[src/verilog/ssm_pkg.sv]
// shared constants and types of the status and serial monitor block
package ssm_pkg;

   // ************************************************************
   // clocking and bit timing
   // ************************************************************
   localparam int unsigned CLOCK_HZ      = 20000000;
   localparam int unsigned CLOCK_NS      = 50;
   localparam int unsigned DEFAULT_BAUD  = 9600;
   localparam int unsigned TICKS_PER_BIT = 16;
   localparam int unsigned TC_W          = 16;
   localparam int unsigned PHASE_W       = 4;
   localparam int unsigned DATA_BITS     = 8;
   localparam int unsigned BIT_IDX_W     = 3;

   // round to nearest, then minus one
   function automatic logic [TC_W-1:0] ssm_terminal_count(input int unsigned baud);
      int unsigned q;
      q = (CLOCK_HZ + (TICKS_PER_BIT * baud) / 2) / (TICKS_PER_BIT * baud);
      return TC_W'(q - 1);
   endfunction : ssm_terminal_count

   localparam logic [PHASE_W-1:0]   SAMPLE_PHASE = 4'h7;
   localparam logic [PHASE_W-1:0]   LAST_PHASE   = 4'hf;
   localparam logic [BIT_IDX_W-1:0] LAST_BIT     = 3'h7;

   // ************************************************************
   // reset values
   // ************************************************************
   localparam logic [TC_W-1:0]      TICK_CNT_RST = 16'h0000;
   localparam logic [PHASE_W-1:0]   PHASE_RST    = 4'h0;
   localparam logic [BIT_IDX_W-1:0] BIT_IDX_RST  = 3'h0;
   localparam logic [7:0]           BYTE_RST     = 8'h00;
   localparam logic                 LINE_IDLE    = 1'b1;

   // ************************************************************
   // status report byte: tag in bit 7 only
   // ************************************************************
   localparam logic [1:0] REPORT_TAG     = 2'h2;
   localparam int unsigned REPORT_TAG_POS = 7;

   // ************************************************************
   // types
   // ************************************************************
   typedef struct packed {
      logic initialization;
      logic observation;
      logic correction;
      logic classification;
      logic injection;
   } ssm_state_t;

   typedef struct packed {
      logic uncorrectable;
      logic essential;
   } ssm_flags_t;

   typedef enum logic [1:0] {
      SSM_IDLE,
      SSM_START,
      SSM_DATA,
      SSM_STOP
   } ssm_serial_t;

endpackage : ssm_pkg

[src/verilog/ssm_top.sv]
// status output group, serial monitor port and flash clock divider
// Operation
// - flash bus clock is the input clock divided by two.
// - serial bit timing comes from an enable pulse at sixteen times bit rate.
// - enable counter counts zero to terminal count inclusive, then wraps to zero.
// - terminal count parameter is clock over sixteen times baud, rounded, minus one.
// - default link is 9600 baud, 8 data bits, no parity, one stop, no flow control.
// - monitor port is exactly one transmit and one receive line, full duplex.
// - each end keeps its bit rate within one percent of nominal.
// - every status output comes from flip-flops on the input clock.
// - five state outputs together show the controller's current state.
// - error flags update only inside their owning states.
// - heartbeat output comes straight from the readback scan process.
// - first heartbeat follows observation entry within one readback scan.
// - state and flags are also reported over the serial port.
// - the bit rate parameter holds one percent only at standard rates up to 19200 baud; 921600 runs at 1250000 baud.
`timescale 1ns/1ns
module ssm_top #(
   parameter int unsigned BAUD_RATE = ssm_pkg::DEFAULT_BAUD
) (
   // clock and reset
   input  wire logic               i_clock,
   input  wire logic               i_nrst,
   // controller status, same clock
   input  wire ssm_pkg::ssm_state_t i_ctrl_state,
   input  wire ssm_pkg::ssm_flags_t i_ctrl_flags,
   input  wire logic               i_ctrl_heartbeat,
   // status outputs
   output logic                    o_status_valid,
   output ssm_pkg::ssm_state_t     o_status_state,
   output ssm_pkg::ssm_flags_t     o_status_flags,
   output logic                    o_status_heartbeat,
   // controller bytes to send
   input  wire logic               i_tx_valid,
   input  wire logic [7:0]         i_tx_data,
   output logic                    o_tx_ready,
   // received command bytes
   output logic                    o_rx_valid,
   output logic [7:0]              o_rx_data,
   output logic                    o_rx_frame_err,
   // serial monitor pins
   output logic                    o_monitor_tx,
   input  wire logic               i_monitor_rx,
   // flash bus clock
   output logic                    o_flash_clk
);
   import ssm_pkg::*;

   localparam logic [TC_W-1:0] BIT_TICK_TERMINAL_COUNT = ssm_terminal_count(BAUD_RATE);

   // ************************************************************
   // flash clock divider and bit-rate enable counter
   // ************************************************************
   logic            flash_clk_reg, flash_clk_next;
   logic [TC_W-1:0] tick_cnt_reg, tick_cnt_next;
   logic            tick;

   assign tick = (tick_cnt_reg == BIT_TICK_TERMINAL_COUNT);

   always_comb begin
      flash_clk_next = ~flash_clk_reg;
      tick_cnt_next  = tick ? TICK_CNT_RST : tick_cnt_reg + 16'h0001;
   end

   always_ff @(posedge i_clock or negedge i_nrst) begin
      if (!i_nrst) begin
         flash_clk_reg <= 1'b0;
         tick_cnt_reg  <= TICK_CNT_RST;
      end else begin
         flash_clk_reg <= flash_clk_next;
         tick_cnt_reg  <= tick_cnt_next;
      end
   end

   assign o_flash_clk = flash_clk_reg;

   // ************************************************************
   // status outputs
   // ************************************************************
   ssm_state_t state_reg, state_next;
   ssm_flags_t flags_reg, flags_next;
   logic       hb_reg, hb_next, valid_reg;
   logic       report_pend_reg, report_pend_next, report_take;

   always_comb begin
      state_next = i_ctrl_state;
      hb_next    = i_ctrl_heartbeat;
      flags_next = flags_reg;
      if (i_ctrl_state.correction) begin
         flags_next.uncorrectable = i_ctrl_flags.uncorrectable;
      end
      if (i_ctrl_state.classification) begin
         flags_next.essential = i_ctrl_flags.essential;
      end
      // report on change, set wins over clear
      report_pend_next = report_pend_reg;
      if (report_take) begin
         report_pend_next = 1'b0;
      end
      // only after the first sample, so reset does not send a report
      if (valid_reg && ((state_next != state_reg) || (flags_next != flags_reg))) begin
         report_pend_next = 1'b1;
      end
   end

   always_ff @(posedge i_clock or negedge i_nrst) begin
      if (!i_nrst) begin
         state_reg       <= '0;
         flags_reg       <= '0;
         hb_reg          <= 1'b0;
         valid_reg       <= 1'b0;
         report_pend_reg <= 1'b0;
      end else begin
         state_reg       <= state_next;
         flags_reg       <= flags_next;
         hb_reg          <= hb_next;
         valid_reg       <= 1'b1;
         report_pend_reg <= report_pend_next;
      end
   end

   assign o_status_state     = state_reg;
   assign o_status_flags     = flags_reg;
   assign o_status_heartbeat = hb_reg;
   assign o_status_valid     = valid_reg;

   // ************************************************************
   // transmitter
   // ************************************************************
   ssm_serial_t          tx_st_reg, tx_st_next;
   logic [PHASE_W-1:0]   tx_ph_reg, tx_ph_next;
   logic [BIT_IDX_W-1:0] tx_bit_reg, tx_bit_next;
   logic [7:0]           tx_sh_reg, tx_sh_next;
   logic                 tx_line_reg, tx_line_next;
   logic [7:0]           report_byte;

   // report byte: tag, initialization or observation, correction, classification, injection, observation, flags packed below
   assign report_byte = {REPORT_TAG[1], state_reg.initialization | state_reg.observation,
                         state_reg.correction, state_reg.classification, state_reg.injection,
                         state_reg.observation, flags_reg};

   // reports go first; controller bytes stall meanwhile
   assign report_take = (tx_st_reg == SSM_IDLE) && report_pend_reg;
   assign o_tx_ready  = (tx_st_reg == SSM_IDLE) && !report_pend_reg;

   always_comb begin
      tx_st_next   = tx_st_reg;
      tx_ph_next   = tx_ph_reg;
      tx_bit_next  = tx_bit_reg;
      tx_sh_next   = tx_sh_reg;
      tx_line_next = tx_line_reg;
      unique case (tx_st_reg)
         SSM_IDLE: begin
            tx_line_next = LINE_IDLE;
            if (report_take || (i_tx_valid && o_tx_ready)) begin
               tx_sh_next   = report_take ? report_byte : i_tx_data;
               tx_line_next = ~LINE_IDLE;
               tx_st_next   = SSM_START;
               tx_ph_next  = PHASE_RST;
               tx_bit_next = BIT_IDX_RST;
            end
         end
         SSM_START: begin
            tx_line_next = ~LINE_IDLE;
            if (tick) begin
               tx_ph_next = tx_ph_reg + 4'h1;
               if (tx_ph_reg == LAST_PHASE) begin
                  tx_st_next   = SSM_DATA;
                  tx_line_next = tx_sh_reg[0];
               end
            end
         end
         SSM_DATA: begin
            tx_line_next = tx_sh_reg[0];
            if (tick) begin
               tx_ph_next = tx_ph_reg + 4'h1;
               if (tx_ph_reg == LAST_PHASE) begin
                  tx_sh_next   = {1'b0, tx_sh_reg[7:1]};
                  tx_bit_next  = tx_bit_reg + 3'h1;
                  tx_line_next = tx_sh_reg[1];
                  if (tx_bit_reg == LAST_BIT) begin
                     tx_st_next   = SSM_STOP;
                     tx_line_next = LINE_IDLE;
                  end
               end
            end
         end
         SSM_STOP: begin
            tx_line_next = LINE_IDLE;
            if (tick) begin
               tx_ph_next = tx_ph_reg + 4'h1;
               if (tx_ph_reg == LAST_PHASE) begin
                  tx_st_next = SSM_IDLE;
               end
            end
         end
      endcase
   end

   always_ff @(posedge i_clock or negedge i_nrst) begin
      if (!i_nrst) begin
         tx_st_reg   <= SSM_IDLE;
         tx_ph_reg   <= PHASE_RST;
         tx_bit_reg  <= BIT_IDX_RST;
         tx_sh_reg   <= BYTE_RST;
         tx_line_reg <= LINE_IDLE;
      end else begin
         tx_st_reg   <= tx_st_next;
         tx_ph_reg   <= tx_ph_next;
         tx_bit_reg  <= tx_bit_next;
         tx_sh_reg   <= tx_sh_next;
         tx_line_reg <= tx_line_next;
      end
   end

   assign o_monitor_tx = tx_line_reg;

   // ************************************************************
   // receive line synchroniser and receiver
   // ************************************************************
   logic                 rx_s1_reg, rx_s2_reg, rx_s3_reg, rx_f_reg, rx_f_next;
   ssm_serial_t          rx_st_reg, rx_st_next;
   logic [PHASE_W-1:0]   rx_ph_reg, rx_ph_next;
   logic [BIT_IDX_W-1:0] rx_bit_reg, rx_bit_next;
   logic [7:0]           rx_sh_reg, rx_sh_next;
   logic [7:0]           rx_data_reg, rx_data_next;
   logic                 rx_valid_reg, rx_valid_next;
   logic                 rx_err_reg, rx_err_next;

   always_comb begin
      rx_st_next    = rx_st_reg;
      rx_ph_next    = rx_ph_reg;
      rx_bit_next   = rx_bit_reg;
      rx_sh_next    = rx_sh_reg;
      rx_data_next  = rx_data_reg;
      rx_valid_next = 1'b0;
      rx_err_next   = 1'b0;
      // change counts once second and third stage agree
      rx_f_next     = (rx_s2_reg == rx_s3_reg) ? rx_s3_reg : rx_f_reg;
      unique case (rx_st_reg)
         SSM_IDLE: begin
            if (tick && !rx_f_reg) begin
               rx_st_next  = SSM_START;
               rx_ph_next  = PHASE_RST;
               rx_bit_next = BIT_IDX_RST;
            end
         end
         SSM_START: begin
            if (tick) begin
               rx_ph_next = rx_ph_reg + 4'h1;
               // mid start check; glitches drop back
               if (rx_ph_reg == SAMPLE_PHASE) begin
                  rx_ph_next = PHASE_RST;
                  rx_st_next = rx_f_reg ? SSM_IDLE : SSM_DATA;
               end
            end
         end
         SSM_DATA: begin
            if (tick) begin
               rx_ph_next = rx_ph_reg + 4'h1;
               if (rx_ph_reg == LAST_PHASE) begin
                  rx_sh_next  = {rx_f_reg, rx_sh_reg[7:1]};
                  rx_bit_next = rx_bit_reg + 3'h1;
                  if (rx_bit_reg == LAST_BIT) begin
                     rx_st_next = SSM_STOP;
                  end
               end
            end
         end
         SSM_STOP: begin
            if (tick) begin
               rx_ph_next = rx_ph_reg + 4'h1;
               if (rx_ph_reg == LAST_PHASE) begin
                  rx_st_next    = SSM_IDLE;
                  rx_valid_next = rx_f_reg;
                  rx_err_next   = ~rx_f_reg;
                  if (rx_f_reg) begin
                     rx_data_next = rx_sh_reg;
                  end
               end
            end
         end
      endcase
   end

   always_ff @(posedge i_clock or negedge i_nrst) begin
      if (!i_nrst) begin
         rx_st_reg    <= SSM_IDLE;
         rx_ph_reg    <= PHASE_RST;
         rx_bit_reg   <= BIT_IDX_RST;
         rx_sh_reg    <= BYTE_RST;
         rx_data_reg  <= BYTE_RST;
         rx_valid_reg <= 1'b0;
         rx_err_reg   <= 1'b0;
         rx_s1_reg    <= LINE_IDLE;
         rx_s2_reg    <= LINE_IDLE;
         rx_s3_reg    <= LINE_IDLE;
         rx_f_reg     <= LINE_IDLE;
      end else begin
         rx_s1_reg    <= i_monitor_rx;
         rx_s2_reg    <= rx_s1_reg;
         rx_s3_reg    <= rx_s2_reg;
         rx_f_reg     <= rx_f_next;
         rx_st_reg    <= rx_st_next;
         rx_ph_reg    <= rx_ph_next;
         rx_bit_reg   <= rx_bit_next;
         rx_sh_reg    <= rx_sh_next;
         rx_data_reg  <= rx_data_next;
         rx_valid_reg <= rx_valid_next;
         rx_err_reg   <= rx_err_next;
      end
   end

   assign o_rx_valid     = rx_valid_reg;
   assign o_rx_data      = rx_data_reg;
   assign o_rx_frame_err = rx_err_reg;

endmodule : ssm_top
[config.mk]
export PLATFORM = sky130hd
export DESIGN_NAME = ssm_top
export DESIGN_NICKNAME = d
export VERILOG_FILES = /design/src/verilog/ssm_pkg.sv /design/src/verilog/ssm_top.sv
export SDC_FILE = /design/constraint.sdc
export NUM_CORES = 1
export LEC_CHECK = 0
export CORE_MARGIN = 2
export CORE_UTILIZATION = 50
export CTS_CLUSTER_DIAMETER = 80
export DETAILED_ROUTE_END_ITERATION = 7
export DONT_BUFFER_PORTS = 1
export PLACE_DENSITY = 0.73
export SLEW_MARGIN = 20
export SYNTH_ARGS = -nofsm -noshare
export SYNTH_HDL_FRONTEND = slang
export SYNTH_SLANG_ARGS = --single-unit
[constraint.sdc]
create_clock -name i_clock -period 2.7 [get_ports i_clock]
set_clock_uncertainty 0.05 [all_clocks]
set_input_delay 0.135 -clock i_clock [delete_from_list [all_inputs] [get_ports i_clock]]
set_output_delay 0.135 -clock i_clock [all_outputs]
set_load 0.03 [all_outputs]
---- Word level (Yosys, flattened, before mapping) ----
Index checks and enable logic that the tools add are counted.
storage, ports and cells
  word-level logic and storage cells ...... 151
  register bits after elaboration ......... 76
  output and inout port bits .............. 22
operators by class
  mux-type cells .......................... 58
  bitwise operators ....................... 3
  add/sub/neg operators ................... 5
  reduce and logical (&&, ||, !) cells .... 24
  equal/unequal tests ..................... 33
operators by type and width
  operator                 number
  $mux W2                  17
  $mux W8                  4
  $ne A2 B2 Y1 const B     15
  $mux W4                  6
  $mux W3                  6
  $add A16 B1 Y16 const B  1
  $eq A16 B8 Y1 const B    1
  $mux W1                  16
  $mux W16                 1
  $pmux W2 S4              2
  $pmux W8 S2              1
  $reduce_and A8 Y1        2
  $pmux W3 S2              2
  $pmux W4 S3              1
  $reduce_and A4 Y1        3
  $add A4 B1 Y4 const B    2
  $eq A2 B2 Y1 const B     4
  $eq A4 B4 Y1 const B     2
  $pmux W4 S2              1
  $add A3 B1 Y3 const B    2
  $eq A3 B3 Y1 const B     2
  $ne A2 B1 Y1 const B     3
  $reduce_and A3 Y1        2
  $reduce_bool A2 Y1       3
  other kinds (15)         24

---- Depth between registers and ports, before layout ----
Gate-level depths: netlist of the first run.
  word-level depth ........................ 6
  mapped depth ............................ 9
  gate-level depth less buffers ........... 7

---- Least setup slack after synthesis of the first run ----
Ideal clock, no wire load.
  path type ............................... register to register
  start point ............................. register tx_st_reg[0]
  end point ............................... register tx_sh_reg[6]
  cell stages (with the launch flop) ...... 8
  slack ................................... 619 ps
  library setup time ...................... 125 ps
  period minus slack after synthesis ...... 2081 ps
  buffers on the path ..................... 1
  data arrival time ....................... 1906 ps
  cells stage by stage .................... dfrtp_1 inv_1 ha_1 nor3b_1 clkbuf_1 nor2_1 nor2_1 mux2_2
on the way
  word-level cells in the longest chain between the ends .. 6
  elaborated cells between the ends (all ways) .. 14
  classes of those cells .................. eq/ne (4); mux (3); reduce/logical (7)
RTL lines
  item                                line                                            source
  start: declaration                  ssm_top.sv:130                                  ssm_serial_t tx_st_reg, tx_st_next;
  start signal: assignment            ssm_top.sv:208                                  tx_st_reg <= tx_st_next;
  $logic_not A2 Y1                    ssm_top.sv:143, ssm_top.sv:144, ssm_top.sv:152
  $logic_and A1 B1 Y1                 ssm_top.sv:144                                  assign o_tx_ready = (tx_st_reg == SSM_IDLE) && !report_pend_reg;
  $logic_and A1 B1 Y1                 ssm_top.sv:155                                  if (report_take || (i_tx_valid && o_tx_ready)) begin
  $logic_or A1 B1 Y1                  ssm_top.sv:155
  $ne A2 B1 Y1 (no source line)       --
  $reduce_and A4 Y1 (no source line)  --
  end signal: assignment              ssm_top.sv:211                                  tx_sh_reg <= tx_sh_next;
  end: declaration                    ssm_top.sv:133                                  logic [7:0] tx_sh_reg, tx_sh_next;
Parallel ways exist; a longest one is shown, timed or not. The select of a mux whose other input is x is not followed.
A chain may end at the register's enable or synchronous reset.

---- Worst setup path after layout of the first run ----
  start point ............................. register tx_st_reg[0]
  end point ............................... register tx_sh_reg[2]
The elaborated chain is that of the path after synthesis.

==> run_results.csv, run 1 <==
group,metric,value,unit
layout,drive_gt1_frac,0.157,
global_route,grt_pass1_wl,11600,um
clocking,h-tree-depth,3,
sta,tightest_slew,0.643,ns
clocking,clk_path_buf_depth,2,
routing,drt_first_pass_iters,7,
global_route,grt_pass1_vias,2449,
worst_setup_path,r2r_start,"tx_st_reg[0]",
routing,first_iter_violations,172,
sta,fmax,417,MHz
clocking,root_buffer,"clkbuf_8",
sta,setup_violations,0,
worst_setup_path,cp-end-kind,"flip-flop",
power,p_switching,0.907,mW
power,seqPwrFrac,0.480,
layout,largest_reg_flops,16,
worst_setup_path,ff2ff_setup_slack,0.30,ns
die,dieWidth,89.1,um
clocking,numCtsBuffers,9,
place,port_buffers,0,
power,clockPowerShare,0.325,
worst_setup_path,required,2.88,ns
worst_setup_path,cp.arrival,2.58,ns
yosys,synth-seq-area-share,0.527,
die,ios,42,
clocking,cts_tree,"built",
layout,utilization,0.579,
global_route,grt.overflow.total,0,
die,start_util,0.507,
clocking,clk_latency,0.37,ns
power,powerDensity,690,mW/mm2
routing,route.vias.total,2545,
power,switching_share,0.318,
sta,rsz0062_at_grt,"no",
routing,routed_wl,6780,um
yosys,synthArstFlopShare,1.00,
worst_setup_path,worstSetupStartpointType,"flip-flop",
power,irDropWorstVdd,0.536,mV
worst_setup_path,worst-path-max-fanout,16,
place,dp.final_hpwl,4440,um
global_route,antenna_found_initial,0,
yosys,yosys_warnings,0,
place,globalplace.congestion,0.815,
worst_hold_path,hp-class,"primary input to flip-flop",
die,die-area,0.00794,mm2
routing,routedWlPerCell,14.7,um
layout,final_area,0.00413,mm2
die,die_h,89.1,um
routing,drc,0,
place,placed_cells,427,
run_status,status,"finished, final reports clean",
flow_run,drv_cap,0,
routing,via_per_inst,5.51,
sta,final_hold_viol_count,0,
power,total_power,2.85,mW
sta,fin_crit_sh,0.888,
global_route,grt_max_degree,77,
yosys,avgSynthCellArea,10.8,um2
routing,ant_nets,0,
clocking,post_cts_buffers,0,
sta,fin_tns_setup,0,ns
layout,nets,391,
clocking,cts_resized,0,
layout,syn2layout_area_growth,14.1,%
worst_setup_path,cp-startpoint,"tx_st_reg[0]",
yosys,synth_ff_type,"dfrtp_1",
die,coreArea,0.00714,mm2
sta,drv_slew,0,
die,rows,31,
clocking,cts.clk_slew.worst_paths,0.09,ns
layout,final-instance-count-excl-fill,462,
worst_setup_path,worst-setup-path-type,"flip-flop to flip-flop",
sta,max-slew-margin-rel,0.570,
yosys,synthCells,336,
power,combPwrFrac,0.195,
worst_setup_path,ff2ff_path_depth,7,
worst_setup_path,crit_end,"tx_sh_reg[2]",
layout,diodes,0,
yosys,synthesis.nets,369,
yosys,synth_area,0.00362,mm2
sta,fin_crit,2.40,ns
yosys,synth_edf_count,0,
worst_setup_path,timing.rr.end,"tx_sh_reg[2]",
yosys,ys_seq_elements,76,
global_route,track_usage,0.192,
power,power.leakage,1.85,nW
place,dpl_cell_area,0.00371,mm2
yosys,synth_cell_type_count,53,
clocking,cts_sinks,76,
power,intPower,1.95,mW
[what timing repair did]
item	in CTS	in global routing
hold buffers	19	0
hold endpoints to repair	94	0
endpoints found under the setup margin	0	0
[layout make-up]
| cell class | count | area (um2) |
|---|---|---|
| clock inverter | 7 | 87.6 |
| sequential | 76 | 1910 |
| multi-input combinational | 243 | 1640 |
| clock buffer | 9 | 124 |
| tap | 99 | 124 |
| fill | 611 | 3000 |
| inverter | 6 | 22.5 |
| timing repair buffer | 22 | 230 |
[layout by cell type, fill, tap and decap left out, types with 3 or more instances in the layout]
cell,n
nand4_1,6
xor2_1,8
nor4_1,3
inv_1,6
a21oi_1,14
or4_1,3
nand3_1,31
mux2_2,21
dlygate4sd3_1,18
nand2_1,30
xnor2_1,11
clkbuf_8,9
ha_1,13
buf_4,3
o21ai_0,21
inv_6,4
dfrtp_1,71
dfstp_2,5
nor3_1,7
nor2_1,32
[critical path: stages (launching register included)]
cell and delay (ns):
dfrtp_1 0.40, inv_1 0.09, ha_1 0.33, nor3b_1 0.19, buf_4 0.19, or4_1 0.75
nor2_1 0.20, a21oi_1 0.05
[cell usage after synthesis (all sizes together) (2+ instances only)]
cell    instances  area [um2]
inv             6        22.5
nor3b           3        38.8
dfstp           5         131
clkbuf          8        30.0
and3            2        12.5
a22o            2        17.5
mux2           22         248
buf             3        23.8
or4             3        22.5
xnor2          11        96.3
o211ai          2        15.0
a21oi          14        70.1
nor4            5        61.3
o21ai          22         110
nor3            7        35.0
and4            2        17.5
xor2            8        70.1
nand3          31         155
or2             2        12.5
dfrtp          71        1780
ha             13         163
nand4           8        62.6
nor2b           2        12.5
nand2b          2        12.5
nand2          31         119
nor2           33         126
nand3b          2        15.0
[cells by family after synthesis]
group           after synthesis  share of synthesized area
compound gates               48                     0.0767
fa+ha+maj                    14                     0.0477
buf+inv                      17                     0.0211
flops                        76                      0.527
simple gates                138                      0.209
other cells                   1                    0.00104
xor+xnor                     19                     0.0460
mux                          23                     0.0712
[metrics by stage]
| step | setup slack, ns | hold slack [ns] |
|---|---|---|
| global route | 0.149 | 0.0859 |
| detailed placement | 0.349 | -0.208 |
| global placement | 0.447 | -0.208 |
| CTS | 0.345 | 0.0465 |
| floorplan | 0.619 | -0.211 |
| finish | 0.302 | 0.0594 |
[layer usage]
metal  track usage  wire length, um
met5             0                0
met4        0.0828              146
met1         0.271             3240
met3        0.0656              309
met2         0.269             3090
[power by group through the flow]
| stage | Sequential (mW) | Clock [mW] | Combinational, mW |
|---|---|---|---|
| floorplan | 1.35 | 0 | 0.421 |
| global placement | 1.38 | 0 | 0.477 |
| detailed placement | 1.39 | 0 | 0.498 |
| CTS | 1.37 | 0.959 | 0.554 |
| global route | 1.39 | 1.01 | 0.635 |
| finish | 1.37 | 0.926 | 0.557 |
[worst min-delay path by stage]
stage | slack [ns] | end | cells past startpoint | from
4_1_cts | 0.05 | report_pend_reg | 4 | i_ctrl_state[1]
6_report | 0.06 | report_pend_reg | 4 | i_ctrl_state[1]
2_1_floorplan | -0.21 | async pin | 0 | i_nrst
3_5_place_dp | -0.21 | tick_cnt_reg[11] | 0 | i_nrst
5_1_grt | 0.09 | report_pend_reg | 4 | i_ctrl_state[1]
3_3_place_gp | -0.21 | tick_cnt_reg[12] | 0 | i_nrst
No activity file was read; power rests on OpenSTA's default activity.
==> run 2: changes to the inputs <==
--- a/config.mk
+++ b/config.mk
@@ -5,13 +5,14 @@
 export SDC_FILE = /design/constraint.sdc
 export NUM_CORES = 1
 export LEC_CHECK = 0
+export CELL_PAD_IN_SITES_DETAIL_PLACEMENT = 1
+export CELL_PAD_IN_SITES_GLOBAL_PLACEMENT = 1
 export CORE_MARGIN = 2
 export CORE_UTILIZATION = 50
 export CTS_CLUSTER_DIAMETER = 80
 export DETAILED_ROUTE_END_ITERATION = 7
 export DONT_BUFFER_PORTS = 1
-export PLACE_DENSITY = 0.73
-export SLEW_MARGIN = 20
+export PLACE_DENSITY = 0.87
 export SYNTH_ARGS = -nofsm -noshare
 export SYNTH_HDL_FRONTEND = slang
 export SYNTH_SLANG_ARGS = --single-unit
==> run_results.csv, run 2 (synthesized netlist as in run 1, its figures left out) <==
group,metric,value,unit
worst_setup_path,path_delay_family,"simple AND/OR/NAND/NOR gates",
layout,multi_input_area,0.00164,mm2
worst_hold_path,hp-class,"primary input to flip-flop",
sta,fin_crit,2.47,ns
worst_setup_path,required,2.86,ns
clocking,cts_sinks,76,
layout,drive_gt1_frac,0.162,
routing,ant_nets,0,
sta,max-slew-margin-rel,0.521,
sta,fmax,405,MHz
layout,nets,386,
layout,largest_reg_flops,16,
power,irDropWorstVdd,0.409,mV
flow_run,drv_cap,0,
place,dp.final_hpwl,5800,um
power,powerDensity,686,mW/mm2
sta,holdWs,0.0255,ns
die,die-area,0.00794,mm2
worst_setup_path,worst-path-max-fanout,16,
sta,fin_crit_sh,0.913,
sta,rsz0062_at_grt,"no",
global_route,antenna_found_initial,0,
power,power.leakage,1.81,nW
routing,drt_first_pass_iters,4,
worst_setup_path,crit_end,"tx_sh_reg[3]",
sta,fin_tns_setup,0,ns
clocking,cts.clk_slew.worst_paths,0.09,ns
clocking,h-tree-depth,3,
worst_setup_path,cpMostUsedCell,"inv_1",
die,start_util,0.507,
routing,routed_wl,9380,um
layout,diodes,0,
clocking,clk_latency,0.36,ns
routing,first_iter_violations,159,
place,globalplace.congestion,0.810,
clocking,cts_resized,0,
die,die_h,89.1,um
worst_setup_path,cp-end-kind,"flip-flop",
routing,routedWlPerCell,20.5,um
sta,drv_slew,0,
layout,fillers,762,
layout,syn2layout_area_growth,11.7,%
worst_setup_path,timing.rr.end,"tx_sh_reg[3]",
die,rows,31,
clocking,post_cts_buffers,0,
layout,final_common_cell,"dfrtp_1",
worst_setup_path,r2r_start,"tx_st_reg[0]",
place,port_buffers,0,
worst_setup_path,ff2ff_setup_slack,0.23,ns
clocking,numCtsBuffers,9,
routing,drc,0,
worst_setup_path,path_buf_inv,2,
worst_setup_path,cp.arrival,2.62,ns
global_route,track_usage,0.253,
global_route,grt_pass1_wl,15000,um
sta,tightest_slew,0.716,ns
worst_setup_path,cp_cell_sequence,"inv_1, ha_1, inv_1, or4_1, nor2_1, a21oi_1",
worst_setup_path,cp.depth,6,
layout,register_area,0.00191,mm2
sta,setup_violations,0,
worst_setup_path,worst-setup-path-type,"flip-flop to flip-flop",
routing,route.vias.total,2698,
die,ios,42,
global_route,grt.overflow.total,0,
worst_setup_path,slowest_delay,0.84,ns
global_route,grt_max_degree,77,
worst_setup_path,cp_slowest_cell,"or4_1",
clocking,root_buffer,"clkbuf_8",
routing,via_per_inst,5.90,
run_status,status,"finished, final reports clean",
clocking,cts_tree,"built",
sta,final_hold_viol_count,0,
clocking,clk_path_buf_depth,2,
worst_setup_path,cp-startpoint,"tx_st_reg[0]",
layout,mostFrequentLayoutCells,"71 x dfrtp_1, 32 x nor2_1, 31 x nand3_1",
die,coreArea,0.00714,mm2
die,dieWidth,89.1,um
worst_setup_path,ff2ff_path_depth,6,
worst_setup_path,worstSetupStartpointType,"flip-flop",
global_route,grt_pass1_vias,2902,
## run 2: layout make-up
class / instances / share of cell area
clock buffer: 9 / 0.0306
tap: 99 / 0.0306
inverter: 6 / 0.00557
multi-input combinational: 243 / 0.405
clock inverter: 7 / 0.0127
timing repair buffer: 17 / 0.0439
sequential: 76 / 0.472
## run 2: worst min path at each step
| stage | start | endpoint | cells after the start |
|---|---|---|---|
| finish | i_tx_data[4] | tx_sh_reg[4] | 4 |
| global route | i_tx_data[0] | tx_sh_reg[0] | 4 |
| CTS | i_tx_data[4] | tx_sh_reg[4] | 4 |
| detailed placement | i_nrst | tick_cnt_reg[14] | 0 |
| global placement | i_nrst | tick_cnt_reg[14] | 0 |
| floorplan | i_nrst | async pin | 0 |
## run 2: metal layers
layer / vias to the layer above / track usage / wire [um] / share of wire
li1: 1217 / - / - / -
met1: 1396 / 0.308 / 3920 / 0.42
met2: 67 / 0.440 / 4830 / 0.51
met3: 18 / 0.0637 / 445 / 0.047
met4: 0 / 0.0814 / 192 / 0.020
met5: - / 0 / 0 / 0
## run 2: stage by stage
stage	utilization	cell area, um2	power (mW)	setup slack [ns]	instances
6_report	0.567	4040	2.78	0.234	457
4_1_cts	0.567	4040	2.73	0.391	457
3_5_place_dp	0.521	3720	1.92	0.411	428
5_1_grt	0.567	4040	2.91	0.159	457
2_1_floorplan	-	3620	1.77	0.619	336
3_3_place_gp	0.521	3720	1.87	0.432	428
## run 2: worst min-delay path, stage by stage
cell     delay (ns)
nand2_1        0.04
nand3_1        0.07
o21ai_0        0.09
a21oi_1        0.07
## run 2: what timing repair did
action | in CTS | in global routing
endpoints found under the hold margin | 87 | 0
endpoints found under the setup margin | 0 | 0
hold buffers | 13 | 0
## run 2: power by group
part           internal [mW]  switching [mW]  total (mW)  leakage [nW]
Clock                  0.337           0.461       0.798        0.0856
Sequential              1.25           0.137        1.39         0.974
Combinational          0.240           0.350       0.591         0.749
